==> src/shared/upgrade_regs_pkg.sv <==
package upgrade_regs_pkg;

  // word offsets on the memory-mapped slave
  localparam logic [2:0] OFS_COMMAND = 3'h0;
  localparam logic [2:0] OFS_IMAGE_SELECT = 3'h1;
  localparam logic [2:0] OFS_FETCH = 3'h2;
  localparam logic [2:0] OFS_BUSY = 3'h3;
  localparam logic [2:0] OFS_WATCHDOG = 3'h4;
  localparam logic [2:0] OFS_PREV_ONE = 3'h5;
  localparam logic [2:0] OFS_PREV_TWO = 3'h6;
  localparam logic [2:0] OFS_IMAGE_READBACK = 3'h7;

  // write field positions
  localparam int CMD_RECONFIG_BIT = 0;
  localparam int CMD_TIMER_RESET_BIT = 1;
  localparam int IMG_OVERRIDE_BIT = 0;
  localparam int IMG_SELECT_BIT = 1;
  localparam int FETCH_W = 4;

  // fetch targets, equal to the fetch bit positions
  localparam logic [1:0] TARGET_WATCHDOG = 2'h0;
  localparam logic [1:0] TARGET_PREV_ONE = 2'h1;
  localparam logic [1:0] TARGET_PREV_TWO = 2'h2;
  localparam logic [1:0] TARGET_INPUT = 2'h3;

  // serial frame layouts, lsb first on the wire
  localparam int SHIFT_W = 34;
  localparam int LEN_W = 6;
  localparam logic [5:0] LEN_WATCHDOG = 6'h22;
  localparam logic [5:0] LEN_PREV = 6'h08;
  localparam logic [5:0] LEN_INPUT = 6'h02;
  localparam int WD_COUNT_TOP = 28;
  localparam int WD_VALUE_W = 12;
  localparam int WD_ENABLE_POS = 29;
  localparam int WD_STATE_TOP = 33;
  localparam int NIBBLE_W = 4;

  // upper bound on the busy period of one triggered operation, in core clocks
  localparam int MAX_BUSY_CYCLES = 531;
  // core clocks that timer reset and reconfiguration strobes stay low
  localparam logic [2:0] PULSE_HOLD_CYCLES = 3'h4;

  typedef enum logic [2:0] {
    ST_IDLE,
    ST_LOAD_SHIFT,
    ST_LOAD_UPDATE,
    ST_PICK,
    ST_CAPTURE,
    ST_FETCH_SHIFT
  } ctrl_state_t;

endpackage

==> src/shared/shift_if.sv <==
`timescale 1ns/1ns
`default_nettype none

interface shift_if;
  import upgrade_regs_pkg::*;
  logic start;
  logic [LEN_W-1:0] len;
  logic [SHIFT_W-1:0] tx;
  logic done;
  logic [SHIFT_W-1:0] rx;

  modport ctrl (output start, output len, output tx, input done, input rx);
  modport engine (input start, input len, input tx, output done, output rx);
endinterface

`default_nettype wire

==> src/design/dual_image_upgrade_regs.sv <==
`timescale 1ns/1ns
`default_nettype none

module dual_image_upgrade_regs
  import upgrade_regs_pkg::*;
(
  input wire logic core_clk,
  input wire logic srst,
  input wire logic [2:0] avs_address,
  input wire logic avs_write,
  input wire logic [31:0] avs_writedata,
  input wire logic avs_read,
  output logic [31:0] avs_readdata,
  output logic avs_readdatavalid,
  output logic upgrade_block_clock,
  output logic [1:0] upgrade_select,
  output logic upgrade_capture,
  output logic upgrade_update,
  output logic upgrade_shift,
  output logic upgrade_din,
  input wire logic upgrade_dout,
  output logic timer_reset_n,
  output logic reconfig_n
);

  typedef struct packed {
    ctrl_state_t state;
    logic busy;
    logic [FETCH_W-1:0] pending;
    logic [1:0] target;
    logic [1:0] select;
    logic capture;
    logic update;
    logic start;
    logic [LEN_W-1:0] len;
    logic [SHIFT_W-1:0] tx;
    logic [2:0] timer_hold;
    logic [2:0] reconfig_hold;
    logic timer_reset_n;
    logic reconfig_n;
    logic [WD_VALUE_W-1:0] wd_value;
    logic wd_enable;
    logic [NIBBLE_W-1:0] wd_state;
    logic [NIBBLE_W-1:0] p1_src;
    logic [NIBBLE_W-1:0] p1_state;
    logic [NIBBLE_W-1:0] p2_src;
    logic [NIBBLE_W-1:0] p2_state;
    logic rb_override;
    logic rb_select;
    logic [31:0] rdata;
    logic rvalid;
  } ctrl_regs_t;

  ctrl_regs_t cur_reg;
  ctrl_regs_t cur_next;

  logic tick;

  shift_if sh ();

  upgrade_clock_divider u_divider (
    .core_clk(core_clk),
    .srst(srst),
    .upgrade_block_clock(upgrade_block_clock),
    .tick(tick)
  );

  serial_shift_engine u_engine (
    .core_clk(core_clk),
    .srst(srst),
    .tick(tick),
    .sh(sh),
    .upgrade_dout(upgrade_dout),
    .upgrade_shift(upgrade_shift),
    .upgrade_din(upgrade_din)
  );

  // lowest pending target goes first
  function automatic logic [1:0] first_set(input logic [FETCH_W-1:0] mask);
    logic [1:0] r;
    r = TARGET_INPUT;
    for (int i = FETCH_W - 1; i >= 0; i--) begin
      if (mask[i]) begin
        r = 2'(i);
      end
    end
    return r;
  endfunction

  function automatic logic [LEN_W-1:0] frame_len(input logic [1:0] target);
    logic [LEN_W-1:0] r;
    r = LEN_INPUT;
    unique case (target)
      TARGET_WATCHDOG: r = LEN_WATCHDOG;
      TARGET_PREV_ONE: r = LEN_PREV;
      TARGET_PREV_TWO: r = LEN_PREV;
      TARGET_INPUT: r = LEN_INPUT;
    endcase
    return r;
  endfunction

  function automatic logic [31:0] read_word(input ctrl_regs_t c, input logic [2:0] ofs);
    logic [31:0] w;
    w = 32'h0;
    unique case (ofs)
      OFS_BUSY: w = {31'h0, c.busy};
      OFS_WATCHDOG: w = {15'h0, c.wd_state, c.wd_enable, c.wd_value};
      OFS_PREV_ONE: w = {24'h0, c.p1_state, c.p1_src};
      OFS_PREV_TWO: w = {24'h0, c.p2_state, c.p2_src};
      OFS_IMAGE_READBACK: w = {30'h0, c.rb_select, c.rb_override};
      OFS_COMMAND: w = 32'h0;
      OFS_IMAGE_SELECT: w = 32'h0;
      OFS_FETCH: w = 32'h0;
    endcase
    return w;
  endfunction

  always_comb begin
    cur_next = cur_reg;
    cur_next.start = 1'b0;
    cur_next.rvalid = 1'b0;
    if (cur_reg.timer_hold != 3'h0) begin
      cur_next.timer_hold = cur_reg.timer_hold - 3'h1;
    end
    if (cur_reg.reconfig_hold != 3'h0) begin
      cur_next.reconfig_hold = cur_reg.reconfig_hold - 3'h1;
    end

    unique case (cur_reg.state)
      ST_IDLE: begin
      end
      ST_LOAD_SHIFT: begin
        if (sh.done) begin
          cur_next.state = ST_LOAD_UPDATE;
        end
      end
      ST_LOAD_UPDATE: begin
        // update held for one full divided clock period
        if (tick) begin
          if (!cur_reg.update) begin
            cur_next.update = 1'b1;
          end else begin
            cur_next.update = 1'b0;
            cur_next.busy = 1'b0;
            cur_next.state = ST_IDLE;
          end
        end
      end
      ST_PICK: begin
        if (cur_reg.pending == '0) begin
          cur_next.busy = 1'b0;
          cur_next.state = ST_IDLE;
        end else if (tick) begin
          cur_next.target = first_set(cur_reg.pending);
          cur_next.select = first_set(cur_reg.pending);
          cur_next.capture = 1'b1;
          cur_next.state = ST_CAPTURE;
        end
      end
      ST_CAPTURE: begin
        if (tick) begin
          cur_next.capture = 1'b0;
          cur_next.start = 1'b1;
          cur_next.len = frame_len(cur_reg.target);
          cur_next.tx = '0;
          cur_next.state = ST_FETCH_SHIFT;
        end
      end
      ST_FETCH_SHIFT: begin
        if (sh.done) begin
          cur_next.pending[cur_reg.target] = 1'b0;
          cur_next.state = ST_PICK;
          unique case (cur_reg.target)
            TARGET_WATCHDOG: begin
              cur_next.wd_value = sh.rx[WD_COUNT_TOP -: WD_VALUE_W];
              cur_next.wd_enable = sh.rx[WD_ENABLE_POS];
              cur_next.wd_state = sh.rx[WD_STATE_TOP -: NIBBLE_W];
            end
            TARGET_PREV_ONE: begin
              cur_next.p1_src = sh.rx[NIBBLE_W-1:0];
              cur_next.p1_state = sh.rx[2*NIBBLE_W-1:NIBBLE_W];
            end
            TARGET_PREV_TWO: begin
              cur_next.p2_src = sh.rx[NIBBLE_W-1:0];
              cur_next.p2_state = sh.rx[2*NIBBLE_W-1:NIBBLE_W];
            end
            TARGET_INPUT: begin
              cur_next.rb_override = sh.rx[IMG_OVERRIDE_BIT];
              cur_next.rb_select = sh.rx[IMG_SELECT_BIT];
            end
          endcase
        end
      end
      default: begin
        cur_next.state = ST_IDLE;
        cur_next.busy = 1'b0;
      end
    endcase

    if (avs_write) begin
      unique case (avs_address)
        OFS_COMMAND: begin
          if (avs_writedata[CMD_TIMER_RESET_BIT]) begin
            cur_next.timer_hold = PULSE_HOLD_CYCLES;
          end
          if (avs_writedata[CMD_RECONFIG_BIT] && !cur_reg.busy) begin
            cur_next.reconfig_hold = PULSE_HOLD_CYCLES;
          end
        end
        OFS_IMAGE_SELECT: begin
          if (!cur_reg.busy) begin
            cur_next.busy = 1'b1;
            cur_next.tx = {32'h0, avs_writedata[IMG_SELECT_BIT],
                           avs_writedata[IMG_OVERRIDE_BIT]};
            cur_next.len = LEN_INPUT;
            cur_next.select = TARGET_INPUT;
            cur_next.start = 1'b1;
            cur_next.state = ST_LOAD_SHIFT;
          end
        end
        OFS_FETCH: begin
          if (!cur_reg.busy && avs_writedata[FETCH_W-1:0] != '0) begin
            cur_next.busy = 1'b1;
            cur_next.pending = avs_writedata[FETCH_W-1:0];
            cur_next.state = ST_PICK;
          end
        end
        default: begin
        end
      endcase
    end

    cur_next.timer_reset_n = (cur_next.timer_hold == 3'h0);
    cur_next.reconfig_n = (cur_next.reconfig_hold == 3'h0);

    if (avs_read) begin
      cur_next.rvalid = 1'b1;
      cur_next.rdata = read_word(cur_reg, avs_address);
    end else begin
      cur_next.rdata = 32'h0;
    end
  end

  always_ff @(posedge core_clk) begin
    if (srst) begin
      cur_reg <= '0;
      cur_reg.timer_reset_n <= 1'b1;
      cur_reg.reconfig_n <= 1'b1;
    end else begin
      cur_reg <= cur_next;
    end
  end

  assign sh.start = cur_reg.start;
  assign sh.len = cur_reg.len;
  assign sh.tx = cur_reg.tx;

  assign avs_readdata = cur_reg.rdata;
  assign avs_readdatavalid = cur_reg.rvalid;
  assign upgrade_select = cur_reg.select;
  assign upgrade_capture = cur_reg.capture;
  assign upgrade_update = cur_reg.update;
  assign timer_reset_n = cur_reg.timer_reset_n;
  assign reconfig_n = cur_reg.reconfig_n;

endmodule // dual_image_upgrade_regs

`default_nettype wire

==> src/design/upgrade_clock_divider.sv <==
`timescale 1ns/1ns
`default_nettype none

module upgrade_clock_divider
  import upgrade_regs_pkg::*;
(
  input wire logic core_clk,
  input wire logic srst,
  output logic upgrade_block_clock,
  output logic tick
);

  typedef struct packed {
    logic clk;
    logic tick;
  } div_state_t;

  div_state_t cur_reg;
  div_state_t cur_next;

  // tick is high while the divided clock is high, so the
  // controller changes its outputs during the low half
  always_comb begin
    cur_next = cur_reg;
    cur_next.clk = ~cur_reg.clk;
    cur_next.tick = ~cur_reg.clk;
  end

  always_ff @(posedge core_clk) begin
    if (srst) begin
      cur_reg <= '0;
    end else begin
      cur_reg <= cur_next;
    end
  end

  assign upgrade_block_clock = cur_reg.clk;
  assign tick = cur_reg.tick;

endmodule // upgrade_clock_divider

`default_nettype wire

==> src/design/serial_shift_engine.sv <==
`timescale 1ns/1ns
`default_nettype none

module serial_shift_engine
  import upgrade_regs_pkg::*;
(
  input wire logic core_clk,
  input wire logic srst,
  input wire logic tick,
  shift_if.engine sh,
  input wire logic upgrade_dout,
  output logic upgrade_shift,
  output logic upgrade_din
);

  typedef struct packed {
    logic active;
    logic [LEN_W-1:0] count;
    logic [LEN_W-1:0] len;
    logic [SHIFT_W-1:0] sr;
    logic shift;
    logic din;
    logic done;
  } eng_state_t;

  eng_state_t cur_reg;
  eng_state_t cur_next;

  // one bit per divided clock; the far chain shows its current lsb on
  // dout, which is sampled before the rising edge that shifts it
  always_comb begin
    cur_next = cur_reg;
    cur_next.done = 1'b0;
    if (sh.start) begin
      cur_next.active = 1'b1;
      cur_next.count = sh.len;
      cur_next.len = sh.len;
      cur_next.sr = sh.tx;
    end else if (cur_reg.active && tick) begin
      if (cur_reg.count != '0) begin
        cur_next.din = cur_reg.sr[0];
        cur_next.shift = 1'b1;
        cur_next.sr = cur_reg.sr >> 1;
        cur_next.sr[cur_reg.len - 6'h01] = upgrade_dout;
        cur_next.count = cur_reg.count - 6'h01;
      end else begin
        cur_next.shift = 1'b0;
        cur_next.active = 1'b0;
        cur_next.done = 1'b1;
      end
    end
  end

  always_ff @(posedge core_clk) begin
    if (srst) begin
      cur_reg <= '0;
    end else begin
      cur_reg <= cur_next;
    end
  end

  assign upgrade_shift = cur_reg.shift;
  assign upgrade_din = cur_reg.din;
  assign sh.done = cur_reg.done;
  assign sh.rx = cur_reg.sr;

endmodule // serial_shift_engine

`default_nettype wire

==> config.mk <==
export PLATFORM = sky130hd
export DESIGN_NAME = dual_image_upgrade_regs
export DESIGN_NICKNAME = d
export VERILOG_FILES = /design/src/shared/upgrade_regs_pkg.sv /design/src/shared/shift_if.sv /design/src/design/dual_image_upgrade_regs.sv /design/src/design/upgrade_clock_divider.sv /design/src/design/serial_shift_engine.sv
export SDC_FILE = /design/constraint.sdc
export NUM_CORES = 1
export LEC_CHECK = 0
export ABC_AREA = 1
export BUFFER_PORTS_ARGS = -buffer_cell sky130_fd_sc_hd__buf_2
export CAP_MARGIN = 20
export CORE_UTILIZATION = 60
export DETAILED_ROUTE_END_ITERATION = 7
export GPL_TIMING_DRIVEN = 0
export PLACE_DENSITY = 0.81
export REMOVE_ABC_BUFFERS = 1
export SLEW_MARGIN = 10
export SYNTH_ARGS = -nofsm -noshare
export SYNTH_HDL_FRONTEND = slang
export SYNTH_SLANG_ARGS = --single-unit
==> constraint.sdc <==
create_clock -name core_clk -period 3.3 [get_ports core_clk]
set_input_delay 0.33 -clock core_clk [delete_from_list [all_inputs] [get_ports core_clk]]
set_output_delay 0.33 -clock core_clk [all_outputs]
set_load 0.02 [all_outputs]
Yosys cells after proc, flatten, opt, wreduce, memory -nomap -nowiden
Index checks and enable logic that the tools add are counted.

Register bits: 182. Input port bits: 40. Output and inout port bits: 42. Word-level logic and storage cells: 159.

Add/sub/neg operators: 4. $lt $le $gt $ge: 4. Equality and inequality tests: 19. Muxes and demuxes: 57. Bitwise gates (word level): 7. Reduce and logical (&&, ||, !) cells: 35.

Operator list (number): one-hot mux 32 bit (6 select lines) (1); two-way mux 41 bit (4); two-way mux 34 bit (2); two-way mux 47 bit (1); two-way mux 37 bit (1); bitwise mux 34 bit (1); two-way mux 3 bit (11); two-way mux 4 bit (6); == test 3 bit (second input constant) (6); one-hot mux 3 bit (6 select lines) (1); one-hot mux 6 bit (3 select lines) (1); AND reduction 3 bit (6); two-way mux 8 bit (2); two-way mux 7 bit (2); == test 3 x 2 -> 1 bit (second input constant) (4); logical NOT 3 bit (4); two-way mux 2 bit (6); two-way mux 6 bit (2); subtractor 6 x 1 -> 6 bit (second input constant) (2); two-way mux 1 bit (11); one-hot mux 4 bit (2 select lines) (1); AND reduction 2 bit (4); < comparator 6 x 7 -> 1 bit (second input constant) (1); demux 1 bit (select 6 bit) (1); 27 further kinds (45).

Depth between registers and ports, before layout
Depth in word-level cells: 11. Gate-level depth with buffers: 12. Gate-level depth less buffers: 12.

Hierarchy
Synthesis repeated with hierarchy kept, for this count alone.

Cells, all modules: 1155. Area, all modules: 8335.5 um^2.

Modules (own cells, without submodules): dual_image_upgrade_regs (times used 1, cells an instance 612, area an instance 4714.5 um^2, seq. area each 2322.2 um^2); serial_shift_engine (times used 1, cells an instance 540, area an instance 3589.7 um^2, seq. area each 1001.0 um^2); upgrade_clock_divider (times used 1, cells an instance 3, area an instance 31.3 um^2, seq. area each 20.0 um^2).

Worst setup path after synthesis
No wires, ideal clock.

Path type: reg-to-reg. From: reg u_engine.cur_reg[37] (netlist bit). To: reg u_engine.cur_reg, in the netlist u_engine.sh.rx[16]. Library setup time: 0.070 ns. Data arrival time: 1.710 ns. Path slack: 1.519 ns. Cell stages (with the launch flop): 12. Clock period less this slack: 1.781 ns. Cell sequence: dfxtp_1 -> inv_4 -> ha_1 -> inv_1 -> nand2_1 -> nand2_1 -> nand2_1 -> nor2_1 -> nand3_1 -> nand2_1 -> nand3_1 -> a21oi_1.

Longest elaborated chain between the ends: 9.

RTL lines: start: declaration (line serial_shift_engine.sv:26) `eng_state_t cur_reg;`; start signal: assignment (line serial_shift_engine.sv:58) `cur_reg <= cur_next;`; subtractor 6 x 1 -> 6 bit (*) (line serial_shift_engine.sv:44) `cur_next.sr[cur_reg.len - 6'h01] = upgrade_dout;`; < comparator 6 x 7 -> 1 bit (not written as such) or greater-or-equal comparator 6 x 1 -> 1 bit (tied branches) (line serial_shift_engine.sv:44); logical AND 1 bit (not written as such) (line serial_shift_engine.sv:44); two-way mux 1 bit (not written as such) (line serial_shift_engine.sv:44); demux 1 bit (select 6 bit) (*); bitwise mux 34 bit (*) (line serial_shift_engine.sv:44); two-way mux 34 bit (*) (line serial_shift_engine.sv:40) `if (cur_reg.count != '0) begin`; two-way mux 37 bit (*) (line serial_shift_engine.sv:39) `end else if (cur_reg.active && tick) begin`; two-way mux 34 bit (*) (line serial_shift_engine.sv:34) `if (sh.start) begin`.

Every way passes the cells marked *; elsewhere a longest branch is shown, timed or not. The select of a mux whose other input is x is not followed. A chain may end at the register's enable or synchronous reset.

Worst setup path in the final report
From: reg cur_reg, in the netlist sh.start. To: reg u_engine.cur_reg[48] (netlist bit).

Longest elaborated chain between the ends: 2.

RTL lines: start: declaration (line dual_image_upgrade_regs.sv:54) `ctrl_regs_t cur_reg;`; start signal: assignment (line dual_image_upgrade_regs.sv:250) `cur_reg <= cur_next;`; nonzero test 2 bit (no source line); AND reduction 2 bit (no source line).

Parallel ways exist; a longest one is shown, timed or not.

==> results.md <==
- Port bufs: 38
- Commonest non-fill, non-tap cell in the layout: inv_1
- Vias in the first global route: 5,837
- Clk root buf: clkbuf_16
- Max reg flops: 51
- H-Tree Depth: 4
- Worst skew pair latency: around 0.44 ns
- Worst Path Required: about 3.6 ns
- Synthesized area per cell: 7.37 µm²
- CTS tree: done
- CP max stage delay: approximately 0.96 ns
- Hold Slack: 0.185 ns
- Initial antenna violation count: 0
- WL/cell: 13.8 µm
- Synth Register Bits: roughly 170
- Die height: ~110 µm
- Final Skew: about 0.016 ns
- Setup violation total in the final timing report: 0
- GRT overflow: 0
- Hold Crit Class: primary input to register
- CP Capture Type: register
- Unrepaired setup endpoints after global routing: no
- Peak Freq: 359 MHz
- Worst Path Max Fanout: 39
- Die Width: around 110 µm
- Drt first pass iters: 6
- Part of the cycle the worst path needs: 84.4%
- Netlist cell types: 41
- Worst-Margin Slew: 1.01 ns
- Cells after Synth: 1,016
- Dpl hpwl: 10.3 mm
- Synthesized area: 7490 µm²
- DR iter-0 viols: approximately 620
- Commonest non-fill, non-tap cells in the layout: inv_1, dfxtp_1, nand2_1
- CTS buffer count: 17
- DRT Wirelength: around 16 mm
- Final min period: roughly 2.8 ns
- Tot GR Track Use: a little over a quarter
- Initial core utilization: 61.8%
- Via Count: roughly 6,400
- Die area: around 13,000 µm²
- P per Cell Area: 527 nW/µm²
- Post-cts repair resize count: 0
- Nets@finish: 1,060
- # DRC: 0
- Seq/Total Area, Yosys: ~45%
- Max-Cap Viols: 0
- Rows: 40
- Final hold vios: 0
- Postcts setup bufs: 0
- Startpoint Class: register
- Clk slew on worst S/H paths: 0.06 ns
- N_diodes: 0
- Final ANT Viol Nets: 0
- CP top delay family: simple AND/OR/NAND/NOR gates
- Relative slew slack: between 30% and 40%
- Status: finished, final reports clean
- Data arrival, critical path: a little over 3 ns
- Peak VDD IR: 0.331 mV
- Post-CTS Hold Buffers: 0
- Core Area: 12,100 µm²
- Leakage: 0.00336 µW
- Final Total Pwr: 4290 µW
- First-pass GRT wire length: 27.4 mm
- Synth warn: 0
- Routability cong.: 0.839
- CP max stage cell: nand2_2
- Worst path cell trace: clkinv_1 -> nand2_2 -> o21ai_0 -> a31oi_1 -> nor2_1
- WS Path Type: register to register
- Layout cell share with drive strength beyond 1: around 8.7%
- CTS sink cnt: 167
- Slew Viols, Final: 0
- Synthesis-to-layout area growth: 8.64%
- Worst Path Buf+Inv: 1
- Vias per cell: 5.39
- Largest net degree at the start of global routing: between 50 and 60
- Num ports: 82
- Clock Path Buffers: 2
==> where the power goes <==
part	switching (µW)	internal (µW)	total, µW
logic	217	112	329
clock network	783	1100	1880
registers	19.8	2060	2080
total	1020	3270	4290
==> cells in the mapped netlist (all sizes together) <==
cell type  instances  area share [%]
nor3              40             2.7
inv              171             8.6
dfxtp            167              45
buf               57             5.1
xnor2              1            0.12
o22ai             33             2.8
a41oi              1            0.12
nand3             92             6.1
clkbuf            28             1.4
nand2            155             8.2
o211ai             2            0.20
ha                13             2.2
a22oi              1            0.10
o32ai              1            0.12
or2                3            0.25
o21ai             48             3.2
conb               1           0.050
nand4             34             2.9
o311ai             1            0.12
a211oi             2            0.20
o31ai              1            0.10
xor2               3            0.35
nor2              57             3.3
o21a               3            0.30
a221oi             1            0.12
clkinv             2            0.10
a21oi             93             6.2
a31oi              5            0.42
==> area by class of cell <==
class | instances | area [µm²]
inverters | 173 | 652
well taps | 168 | 210
repair buffers | 43 | 313
flip-flops and latches | 167 | 3340
clock buffers | 25 | 485
clock inverters | 7 | 68.8
multi-input cells | 605 | 3070
fillers | 1038 | 3970
==> cell families (layout without fill, tap and decap cells) <==
kind of cell	after synthesis	in the layout	synth area share, %
compound gates	192	192	14.0
xor+xnor	4	4	0.468
fa+ha+maj	13	13	2.17
buf+inv	258	248	15.2
flops	167	167	44.6
other cells	1	15	0.0501
simple gates	381	381	23.5
==> worst min-delay path, cell delays in order <==
cell and delay (ns):
buf_2 0.10, nand2_1 0.09, a41oi_1 0.05
==> through the flow <==
step	worst slack, ns	instance area (µm²)	TNS, ns	util (%)	std cells
2_1_floorplan	0.778	7060	0	-	945
3_3_place_gp	-0.690	7460	-42.94	61.6	1151
3_5_place_dp	0.581	7580	0	62.6	1156
4_1_cts	0.576	8140	0	67.2	1188
5_1_grt	0.395	8140	0	67.2	1188
6_report	0.514	8140	0	67.2	1188
==> worst paths after layout <==
path                            start                           endpoint  slack (ns)  cells past startpoint
max reg2reg       sh.start$_SDFF_PP0_  u_engine.cur_reg[48]$_SDFFE_PP0P_        0.51                      5
max               sh.start$_SDFF_PP0_  u_engine.cur_reg[48]$_SDFFE_PP0P_        0.51                      5
min                          avs_read         avs_readdata[1]$_SDFF_PP0_        0.18                      3
min reg2reg  cur_reg[54]$_SDFFE_PP0P_        avs_readdata[16]$_SDFF_PP0_        0.43                      2
==> layer usage <==
layer / track usage (%) / vias up / wire length, µm
li1: - / 3244 / -
met4: 11.6 / 0 / 357
met1: 35.2 / 2945 / 7660
met5: 0 / - / 0
met3: 5.95 / 32 / 801
met2: 42.8 / 177 / 7610
No activity file was read; power rests on OpenSTA's default activity.
